## src/rtl/apz_pkg.sv

```systemverilog
// Constants, types and register map of the light/proximity irq block
package apz_pkg;

    ////////////////////////////////////////////////////////////////////////
    // Widths
    localparam int ADDR_W   = 8;            // Register address width
    localparam int DATA_W   = 8;            // Register data width
    localparam int PROX_W   = 16;           // Proximity result width
    localparam int NUM_PROX = 2;            // Proximity irq channels
    localparam int CHSEL_W  = 3;            // Light channel selector width
    localparam int IRQ_W    = 3;            // Status and mask width

    ////////////////////////////////////////////////////////////////////////
    // Register offsets
    localparam logic [ADDR_W-1:0] OFS_MODE       = 8'h9E;
    localparam logic [ADDR_W-1:0] OFS_CHSEL      = 8'h9F;
    localparam logic [ADDR_W-1:0] OFS_AZ         = 8'hA4;
    localparam logic [ADDR_W-1:0] OFS_IRQ_STATUS = 8'hB0;
    localparam logic [ADDR_W-1:0] OFS_IRQ_MASK   = 8'hB1;
    localparam logic [ADDR_W-1:0] OFS_PROX_STATE = 8'hB2;

    ////////////////////////////////////////////////////////////////////////
    // Field positions and reset values
    localparam int BIT_PASSTHRU = 7;        // Light irq passthrough
    localparam int BIT_HYST     = 6;        // Proximity hysteresis mode
    localparam int BIT_NEAR0    = 0;        // Prox state: near flags
    localparam int BIT_ARMED0   = 4;        // Prox state: armed flags
    localparam logic [DATA_W-1:0]  RST_MODE  = 8'h40;
    localparam logic [DATA_W-1:0]  RST_AZ    = 8'hFF;
    localparam logic [IRQ_W-1:0]   RST_MASK  = 3'h0;
    localparam logic [DATA_W-1:0]  AZ_NEVER  = 8'h00;
    localparam logic [DATA_W-1:0]  AZ_EVERY  = 8'h01;
    localparam logic [DATA_W-1:0]  AZ_ONCE   = 8'hFF;
    localparam logic [DATA_W-1:0]  AZ_STEP   = 8'h01;

    // Interrupt status bit positions
    localparam int IRQ_PROX0 = 0;           // Proximity channel 0 event
    localparam int IRQ_AZ    = 2;           // Autozero performed

    ////////////////////////////////////////////////////////////////////////
    // Light channel used for light interrupts and persistence
    typedef enum logic [CHSEL_W-1:0] {
        LIGHT_CLEAR    = 3'h0,
        LIGHT_RED      = 3'h1,
        LIGHT_GREEN    = 3'h2,
        LIGHT_BLUE     = 3'h3,
        LIGHT_LEAKAGE  = 3'h4,
        LIGHT_WIDEBAND = 3'h5,
        LIGHT_IR_FIRST = 3'h6,
        LIGHT_IR_SEC   = 3'h7
    } apz_light_ch_e;

    // Hysteresis tracking state of one proximity channel
    typedef enum logic [1:0] {
        HYS_WAIT = 2'b00,                   // No initial event yet
        HYS_FAR  = 2'b01,                   // Last event was a release
        HYS_NEAR = 2'b10                    // Last event was a detect
    } apz_hyst_e;

    // One proximity result with its own thresholds
    typedef struct packed {
        logic [PROX_W-1:0] result;          // Proximity result
        logic [PROX_W-1:0] low;             // Low threshold
        logic [PROX_W-1:0] high;            // High threshold
        logic              valid;           // New result this cycle
    } apz_prox_in_s;

    // Register bus request
    typedef struct packed {
        logic [ADDR_W-1:0] addr;            // Register address
        logic [DATA_W-1:0] wdata;           // Write data
        logic              wr;              // Write strobe
        logic              rd;              // Read strobe
    } apz_bus_req_s;

endpackage

```

## src/rtl/apz_irq_cfg.sv

```systemverilog
// Interrupt mode, light channel select and autozero configuration block
module apz_irq_cfg
    import apz_pkg::*;
(
    // Clock and reset
    input  wire logic                 clock,
    input  wire logic                 srst,
    // Register port
    input  wire logic [ADDR_W-1:0]    reg_addr,
    input  wire logic [DATA_W-1:0]    reg_wdata,
    input  wire logic                 reg_wr,
    input  wire logic                 reg_rd,
    output logic      [DATA_W-1:0]    reg_rdata,
    // Light engine side
    input  wire logic                 als_irq_status,
    input  wire logic                 irq_pin_routing,
    input  wire logic                 meas_cycle_start,
    output logic      [CHSEL_W-1:0]   light_irq_source_select,
    output logic                      autozero_start,
    // Proximity engine side
    input  wire logic                 prox_sense_on,
    input  apz_prox_in_s              prox_first,
    input  apz_prox_in_s              prox_second,
    // Interrupt pin
    output logic                      irq_out
);

    ////////////////////////////////////////////////////////////////////////
    // Declarations
    apz_bus_req_s           bus;                // Bundled bus request
    logic [DATA_W-1:0]      mode_reg;           // Interrupt mode config
    apz_light_ch_e          chsel_reg;          // Light channel select
    logic [DATA_W-1:0]      az_reg;             // Autozero interval
    logic [IRQ_W-1:0]       status_reg;         // Sticky event flags
    logic [IRQ_W-1:0]       status_next;        // Next sticky flags
    logic [IRQ_W-1:0]       mask_reg;           // Interrupt mask
    logic [DATA_W-1:0]      rdata_reg;          // Read data register
    logic [DATA_W-1:0]      rdata_next;         // Read data mux
    logic                   irq_reg;            // Pin output register
    logic                   irq_next;           // Next pin value
    logic [DATA_W-1:0]      az_cnt_reg;         // Cycles since autozero
    logic                   az_once_reg;        // One-shot autozero done
    logic                   az_fire;            // Autozero this cycle
    logic                   az_reg_reg;         // Autozero pulse register
    logic                   passthru;           // Light passthrough bit
    logic                   hyst_mode;          // Proximity hysteresis bit
    logic                   wr_mode;            // Write to mode register
    logic                   wr_chsel;           // Write to channel select
    logic                   wr_az;              // Write to autozero config
    logic                   wr_status;          // Write-one-to-clear hit
    logic                   wr_mask;            // Write to mask
    apz_prox_in_s           prox_in [NUM_PROX]; // Channels side by side
    logic [NUM_PROX-1:0]    prox_event;         // Per-channel event pulse
    logic [NUM_PROX-1:0]    prox_near;          // Per-channel near flag
    logic [NUM_PROX-1:0]    prox_armed;         // Per-channel armed flag
    logic [IRQ_W-1:0]       events;             // All event sources

    assign bus       = '{addr: reg_addr, wdata: reg_wdata,
                         wr: reg_wr, rd: reg_rd};
    assign passthru  = mode_reg[BIT_PASSTHRU];
    assign hyst_mode = mode_reg[BIT_HYST];
    assign wr_mode   = bus.wr && (bus.addr == OFS_MODE);
    assign wr_chsel  = bus.wr && (bus.addr == OFS_CHSEL);
    assign wr_az     = bus.wr && (bus.addr == OFS_AZ);
    assign wr_status = bus.wr && (bus.addr == OFS_IRQ_STATUS);
    assign wr_mask   = bus.wr && (bus.addr == OFS_IRQ_MASK);
    assign prox_in[0] = prox_first;
    assign prox_in[1] = prox_second;

    // Outputs straight from flops
    assign reg_rdata               = rdata_reg;
    assign light_irq_source_select = chsel_reg;
    assign autozero_start          = az_reg_reg;
    assign irq_out                 = irq_reg;

    ////////////////////////////////////////////////////////////////////////
    // Configuration registers; reserved bits are never stored
    always_ff @(posedge clock) begin
        if (srst) begin
            mode_reg <= RST_MODE;
        end else if (wr_mode) begin
            mode_reg <= bus.wdata & RST_MODE | (bus.wdata & ~RST_MODE &
                        (8'h01 << BIT_PASSTHRU));
        end
    end

    // Light channel selector, all eight codes legal
    always_ff @(posedge clock) begin
        if (srst) begin
            chsel_reg <= LIGHT_CLEAR;
        end else if (wr_chsel) begin
            chsel_reg <= apz_light_ch_e'(bus.wdata[CHSEL_W-1:0]);
        end
    end

    // Autozero interval, reset to the one-shot code
    always_ff @(posedge clock) begin
        if (srst) begin
            az_reg <= RST_AZ;
        end else if (wr_az) begin
            az_reg <= bus.wdata;
        end
    end

    // Interrupt mask
    always_ff @(posedge clock) begin
        if (srst) begin
            mask_reg <= RST_MASK;
        end else if (wr_mask) begin
            mask_reg <= bus.wdata[IRQ_W-1:0];
        end
    end

    ////////////////////////////////////////////////////////////////////////
    // Proximity channels, one tracker each with its own thresholds
    for (genvar ch = 0; ch < NUM_PROX; ch++) begin : g_prox
        apz_prox_hyst u_hyst (
            .clock       (clock),
            .srst        (srst),
            .enable      (prox_sense_on),
            .hyst_mode   (hyst_mode),
            .prox        (prox_in[ch]),
            .event_pulse (prox_event[ch]),
            .near_flag   (prox_near[ch]),
            .armed       (prox_armed[ch])
        );
    end

    ////////////////////////////////////////////////////////////////////////
    // Autozero scheduling on measurement-cycle boundaries
    always_comb begin
        az_fire = 1'b0;
        if (meas_cycle_start) begin
            if (az_reg == AZ_NEVER) begin
                // Offsets left alone forever
                az_fire = 1'b0;
            end else if (az_reg == AZ_ONCE) begin
                // Only before the first cycle after reset or an interval write
                az_fire = !az_once_reg;
            end else begin
                // Every Nth cycle; N of 1 means every cycle
                az_fire = (az_cnt_reg + AZ_STEP >= az_reg);
            end
        end
    end

    // Cycle counter; a new interval restarts the count
    // A tick in the same cycle as an interval write still uses the old
    // code; software should write the interval between measurements
    always_ff @(posedge clock) begin
        if (srst || wr_az) begin
            az_cnt_reg <= AZ_NEVER;
        end else if (meas_cycle_start) begin
            if (az_fire) begin
                az_cnt_reg <= AZ_NEVER;
            end else if (az_reg != AZ_ONCE) begin
                az_cnt_reg <= az_cnt_reg + AZ_STEP;
            end
        end
    end

    // One-shot memory; rewriting the interval allows another one-shot
    always_ff @(posedge clock) begin
        if (srst || wr_az) begin
            az_once_reg <= 1'b0;
        end else if (az_fire && (az_reg == AZ_ONCE)) begin
            az_once_reg <= 1'b1;
        end
    end

    // Pulse to the light engine that clears its integrator offsets
    always_ff @(posedge clock) begin
        if (srst) begin
            az_reg_reg <= 1'b0;
        end else begin
            az_reg_reg <= az_fire;
        end
    end

    ////////////////////////////////////////////////////////////////////////
    // Sticky status; a new event beats a same-cycle clear
    assign events = {az_reg_reg, prox_event};
    always_comb begin
        status_next = status_reg;
        if (wr_status) begin
            status_next = status_next & ~bus.wdata[IRQ_W-1:0];
        end
        status_next = status_next | events;
    end

    always_ff @(posedge clock) begin
        if (srst) begin
            status_reg <= '0;
        end else begin
            status_reg <= status_next;
        end
    end

    ////////////////////////////////////////////////////////////////////////
    // Pin: light irq passthrough overrides the masked summary while irq_pin_routing is high
    always_comb begin
        if (passthru && irq_pin_routing) begin
            irq_next = als_irq_status;
        end else begin
            irq_next = |(status_reg & mask_reg);
        end
    end

    always_ff @(posedge clock) begin
        if (srst) begin
            irq_reg <= 1'b0;
        end else begin
            irq_reg <= irq_next;
        end
    end

    ////////////////////////////////////////////////////////////////////////
    // Read mux; unmapped addresses read zero
    always_comb begin
        rdata_next = '0;
        case (bus.addr)
            OFS_MODE:       rdata_next = mode_reg;
            OFS_CHSEL:      rdata_next[CHSEL_W-1:0] = chsel_reg;
            OFS_AZ:         rdata_next = az_reg;
            OFS_IRQ_STATUS: rdata_next[IRQ_W-1:0] = status_reg;
            OFS_IRQ_MASK:   rdata_next[IRQ_W-1:0] = mask_reg;
            OFS_PROX_STATE: begin
                rdata_next[BIT_NEAR0 +: NUM_PROX]  = prox_near;
                rdata_next[BIT_ARMED0 +: NUM_PROX] = prox_armed;
            end
            default:        rdata_next = '0;
        endcase
    end

    // Data only valid the cycle after a read; held at zero otherwise
    always_ff @(posedge clock) begin
        if (srst) begin
            rdata_reg <= '0;
        end else if (bus.rd) begin
            rdata_reg <= rdata_next;
        end else begin
            rdata_reg <= '0;
        end
    end
endmodule

```

## src/rtl/apz_prox_hyst.sv

```systemverilog
// One proximity channel: hysteresis detect/release or plain window irq
module apz_prox_hyst
    import apz_pkg::*;
(
    // Clock and reset
    input  wire logic         clock,
    input  wire logic         srst,
    // Control
    input  wire logic         enable,
    input  wire logic         hyst_mode,
    // Result and thresholds
    input  apz_prox_in_s      prox,
    // Event and state
    output logic              event_pulse,
    output logic              near_flag,
    output logic              armed
);

    apz_hyst_e state_reg;                   // Tracking state
    apz_hyst_e state_next;                  // Next tracking state
    logic      event_reg;                   // Event pulse register
    logic      event_next;                  // Next event pulse
    logic      below;                       // Result under low threshold
    logic      above;                       // Result over high threshold

    assign below       = prox.result < prox.low;
    assign above       = prox.result > prox.high;
    assign event_pulse = event_reg;
    assign near_flag   = (state_reg == HYS_NEAR);
    assign armed       = (state_reg != HYS_WAIT);

    ////////////////////////////////////////////////////////////////////////
    // Next state and event; with sensing and hysteresis enabled only a fresh result can move anything
    always_comb begin
        state_next = state_reg;
        event_next = 1'b0;
        if (!enable || !hyst_mode) begin
            // Leaving the mode re-arms the initial event
            state_next = HYS_WAIT;
            event_next = enable && prox.valid && (above || below);
        end else if (prox.valid) begin
            case (state_reg)
                HYS_WAIT: begin
                    // First result outside the window fires once
                    if (above) begin
                        state_next = HYS_NEAR;
                        event_next = 1'b1;
                    end else if (below) begin
                        state_next = HYS_FAR;
                        event_next = 1'b1;
                    end
                end
                HYS_FAR: begin
                    // Only an upward crossing is a detect
                    if (above) begin
                        state_next = HYS_NEAR;
                        event_next = 1'b1;
                    end
                end
                HYS_NEAR: begin
                    // Only a downward crossing is a release
                    if (below) begin
                        state_next = HYS_FAR;
                        event_next = 1'b1;
                    end
                end
                default: begin
                    state_next = HYS_WAIT;
                end
            endcase
        end
    end

    ////////////////////////////////////////////////////////////////////////
    // State register
    always_ff @(posedge clock) begin
        if (srst) begin
            state_reg <= HYS_WAIT;
        end else begin
            state_reg <= state_next;
        end
    end

    // Event pulse register
    always_ff @(posedge clock) begin
        if (srst) begin
            event_reg <= 1'b0;
        end else begin
            event_reg <= event_next;
        end
    end
endmodule

```

## config.mk

```make
export PLATFORM = sky130hd
export DESIGN_NAME = apz_irq_cfg
export DESIGN_NICKNAME = d
export VERILOG_FILES = /design/src/rtl/apz_pkg.sv /design/src/rtl/apz_irq_cfg.sv /design/src/rtl/apz_prox_hyst.sv
export SDC_FILE = /design/constraint.sdc
export NUM_CORES = 1
export LEC_CHECK = 0
export BUFFER_PORTS_ARGS = -buffer_cell sky130_fd_sc_hd__buf_2
export CORE_AREA = 2 2 105 86
export CTS_CLUSTER_SIZE = 10
export DETAILED_ROUTE_END_ITERATION = 6
export DIE_AREA = 0 0 107 88
export PLACE_DENSITY = 0.8
export SETUP_SLACK_MARGIN = 0.1
export SLEW_MARGIN = 40
export SYNTH_ARGS = -nofsm -noshare
export SYNTH_HDL_FRONTEND = slang
export SYNTH_SLANG_ARGS = --single-unit
```

## constraint.sdc

```tcl
create_clock -name clock -period 2.6 [get_ports clock]
set_clock_uncertainty 0.15 [all_clocks]
set_input_delay 0.52 -clock clock [delete_from_list [all_inputs] [get_ports clock]]
set_output_delay 0.52 -clock clock [all_outputs]
set_load 0.02 [all_outputs]
```

==> flow_metrics.env <==
export IMPL_fin_cells=724
export IMPL_post_cts_setup_buffers=0
export IMPL_drt_iter0_drc=228
export IMPL_ys_top_cells_by_count="inv_1 (74), ha_1 (71), dfxtp_1 (44), nand2_1 (39), nor2_1 (34)"
export IMPL_yosysWarningCount=0
export IMPL_cts_root_buf="clkbuf_8"
export IMPL_synth_top_family_by_area="adder cells"
export IMPL_cp_startpoint="az_cnt_reg[0]$_SDFFE_PP0P_"
export IMPL_synth_area_leader_cell="ha_1"
export IMPL_dp_hpwl_um=8343
export IMPL_hold_violations=0
export IMPL_cap_violations=0
export IMPL_synth_distinct_cells=49
export IMPL_met2_length_um=4603
export IMPL_synth_area_top_cells="ha_1 (24%), dfxtp_1 (23%), inv_1 (7.4%), a21oi_1 (4.0%), nand2_1 (3.9%)"
export IMPL_clk_latency_ps=320
export IMPL_die_w_um=107
export IMPL_dp_slack_ps=-27.63
export IMPL_synthToLayoutAreaGrowth_pct=27.54
export IMPL_drc=0
export IMPL_synth_seq_cells=44
export IMPL_cts_buffer_depth=2
export IMPL_antenna_found_initial=0
export IMPL_synth_top_area_share_pct=23.62
export IMPL_post_route_min_period_ps=2416
export IMPL_viasPerCell=5.202
export IMPL_fin_hold_ws_ps=260.3
export IMPL_vias=3766
export IMPL_coreArea_um2=8371
export IMPL_drtPass1Iterations=4
export IMPL_globalplace_congestion=0.8628
export IMPL_cts_sinks=44
export IMPL_nNetsFinal=804
export IMPL_ant_nets=0
export IMPL_fmax_ghz=0.4139
export IMPL_path_clk_slew_ps=90
export IMPL_grt_pass1_wl_um=16130
export IMPL_ys_flop_type="dfxtp_1"
export IMPL_holdCritStartpoint="reg_wdata[5]"
export IMPL_cpPeakStageDelay_ps=350
export IMPL_p_leak_nw=2.596
export IMPL_setup_viol=0
export IMPL_postCtsHoldBufs=0
export IMPL_synth_edf_count=0
export IMPL_wl_um=9865
export IMPL_power_density_nw_per_um2=325.6
export IMPL_ir_drop_mv=0.1868
export IMPL_slowest_stage="dfxtp_2"
export IMPL_r2r_end="autozero_start$_SDFF_PP0_"
export IMPL_start_util_pct=44.93
export IMPL_fp_dieH_um=88
export IMPL_end_kind="flop"
export IMPL_wire_per_inst_um=13.63
export IMPL_grt_max_degree=27
export IMPL_final_layout_size_suffix_gt1_share_pct=29.74
export IMPL_dp_cells=716
export IMPL_worstPathArrival_ps=2450
export IMPL_yosys_area_share_simple_pct=19.93
export IMPL_ff2ff_path_depth=10
export IMPL_grt_pass1_vias=3742
export IMPL_final_setup_tns_ps=0
export IMPL_slew_viol_final=0
export IMPL_htree_num_levels=2
export IMPL_outcome="finished, final reports clean"
export IMPL_top_layer_used="met4"
export IMPL_r2r_start="az_cnt_reg[0]$_SDFFE_PP0P_"
export IMPL_num_rows=30
export IMPL_ioPinCount=135
export IMPL_synthAdderAreaFrac_pct=23.62
export IMPL_worstSetupPathType="reg -> reg"
export IMPL_whs_path_depth=2
export IMPL_async_flop_share_pct=0
export IMPL_finalWorstSetupSlack_ps=183.9
export IMPL_syn_instance_count=465
export IMPL_post_route_util_pct=57.31
export IMPL_syn_area_um2=3761
export IMPL_relSlewSlack_pct=53.81
export IMPL_cts_made_buffers=5
export IMPL_synth_avg_cell_area_um2=8.088
export IMPL_wl_met3_um=584
export IMPL_die_area_um2=9416
export IMPL_cts_tree="built"
export IMPL_fillCellCount=767
export IMPL_r2r_slack_ps=180
export IMPL_required_ps=2630
export IMPL_ys_seq_area_share_pct=23.42
export IMPL_fin_crit_sh_pct=92.93
export IMPL_crit_end="autozero_start$_SDFF_PP0_"
export IMPL_cp_start_kind="flop"
export IMPL_rsz0062_at_grt="false"
export IMPL_synth_xor_area_share_pct=3.027
export IMPL_synth_mux_area_share_pct=2.695
export IMPL_antenna_cells=0
export IMPL_path_max_fanout=3
export IMPL_crit_chain="ha_4 > and3_4 > and3_4 > xor2_2 > ha_1 > a21o_1 > a211o_1 > a21oi_2 > buf_4 > nor3_1"
export IMPL_wl_met1_um=4503
export IMPL_synthesis_nets=658
export IMPL_hp_class="in -> reg"
export IMPL_grtUsageTotal_pct=21.13
export IMPL_grt_overflow_total=0
export IMPL_worst_pin_slew_ps=691.5
export IMPL_io_buffers=134
export IMPL_synth_most_common_cell="inv_1"
export IMPL_synth_compound_area_share_pct=18.96
export IMPL_crit_top_cell="and3_4"
## stage by stage
stage,cell area (µm²),power (mW)
6_report,4797,1.562
5_1_grt,4797,1.648
4_1_cts,4758,1.565
3_5_place_dp,4633,1.106
3_3_place_gp,4633,1.088
2_1_floorplan,3761,0.9359
## placed cells by master, fill, tap and decap left out, types with 3 or more instances in the layout
cell / n
clkbuf_8: 6
o21ai_0: 12
a21oi_1: 29
a21o_1: 8
inv_1: 74
buf_2: 134
a21boi_0: 6
nor4_1: 7
o21ba_2: 3
nor2b_1: 5
nor2_1: 33
nand3_1: 12
buf_4: 13
nand2_1: 39
nor3_1: 5
mux2i_1: 9
o221a_2: 3
nand3b_1: 5
a211o_1: 7
dfxtp_1: 42
and2_1: 3
a22oi_1: 6
xor2_1: 9
ha_1: 69
and3_4: 4
nand2b_1: 8
nand4_1: 16
## layer usage
metal / vias up / GRT usage, %
li1: 1926 / -
met1: 1705 / 26.35
met2: 120 / 37.29
met3: 15 / 3.274
met4: 0 / 7.674
met5: - / 0
## worst max-delay path: cells and delay by family, from the launching register on
kind,cells,cell delay (ps)
AOI/OAI and AO/OA,3,620
xor gates and xnor gates,1,140
adders and majority gates,2,470
buffers and inverters,1,140
DFF,1,350
and+or+nand+nor,3,420
## cells by family (layout without fill, tap and decap cells)
kind of cell             count (synthesis)  count (layout)
flip-flops                              44              44
buffers and inverters                   82             229
AO/OA/AOI/OAI                           97              97
multiplexers                            10              10
XOR/XNOR                                13              13
adder cells (fa/ha/maj)                 71              71
AND/OR/NAND/NOR                        148             148
## where the power goes
group | switching (mW) | total [mW] | internal [mW]
Sequential | 0.00901 | 0.692 | 0.683
Clock | 0.250 | 0.467 | 0.216
Combinational | 0.206 | 0.403 | 0.197
## final cells by class
class	count	area [µm²]	area share, %
multi-input cells	339	2634	54.90
flip-flops and latches	44	883.3	18.41
repair buffers	147	768.2	16.01
inverters	74	277.8	5.790
well taps	112	140.1	2.921
clock buffers	7	86.33	1.800
clock inverters	1	7.507	0.1565
## repair_timing
action | in CTS | in global routing
endpoints found under the setup margin | 8 | 9
gates cloned | 0 | 0
pin swaps | 0 | 6
resized for setup | 7 | 8
## how the worst min path moves through the flow
| stage | end | slack, ps |
|---|---|---|
| detailed placement | status_reg[1]$_SDFF_PP0_ | 300 |
| global placement | status_reg[1]$_SDFF_PP0_ | 300 |
| CTS | az_reg[5]$_SDFFE_PP1P_ | 270 |
| finish | az_reg[5]$_SDFFE_PP1P_ | 260 |
| global route | az_reg[5]$_SDFFE_PP1P_ | 270 |
| floorplan | status_reg[0]$_SDFF_PP0_ | 290 |
(Power assumes the default switching activity.)
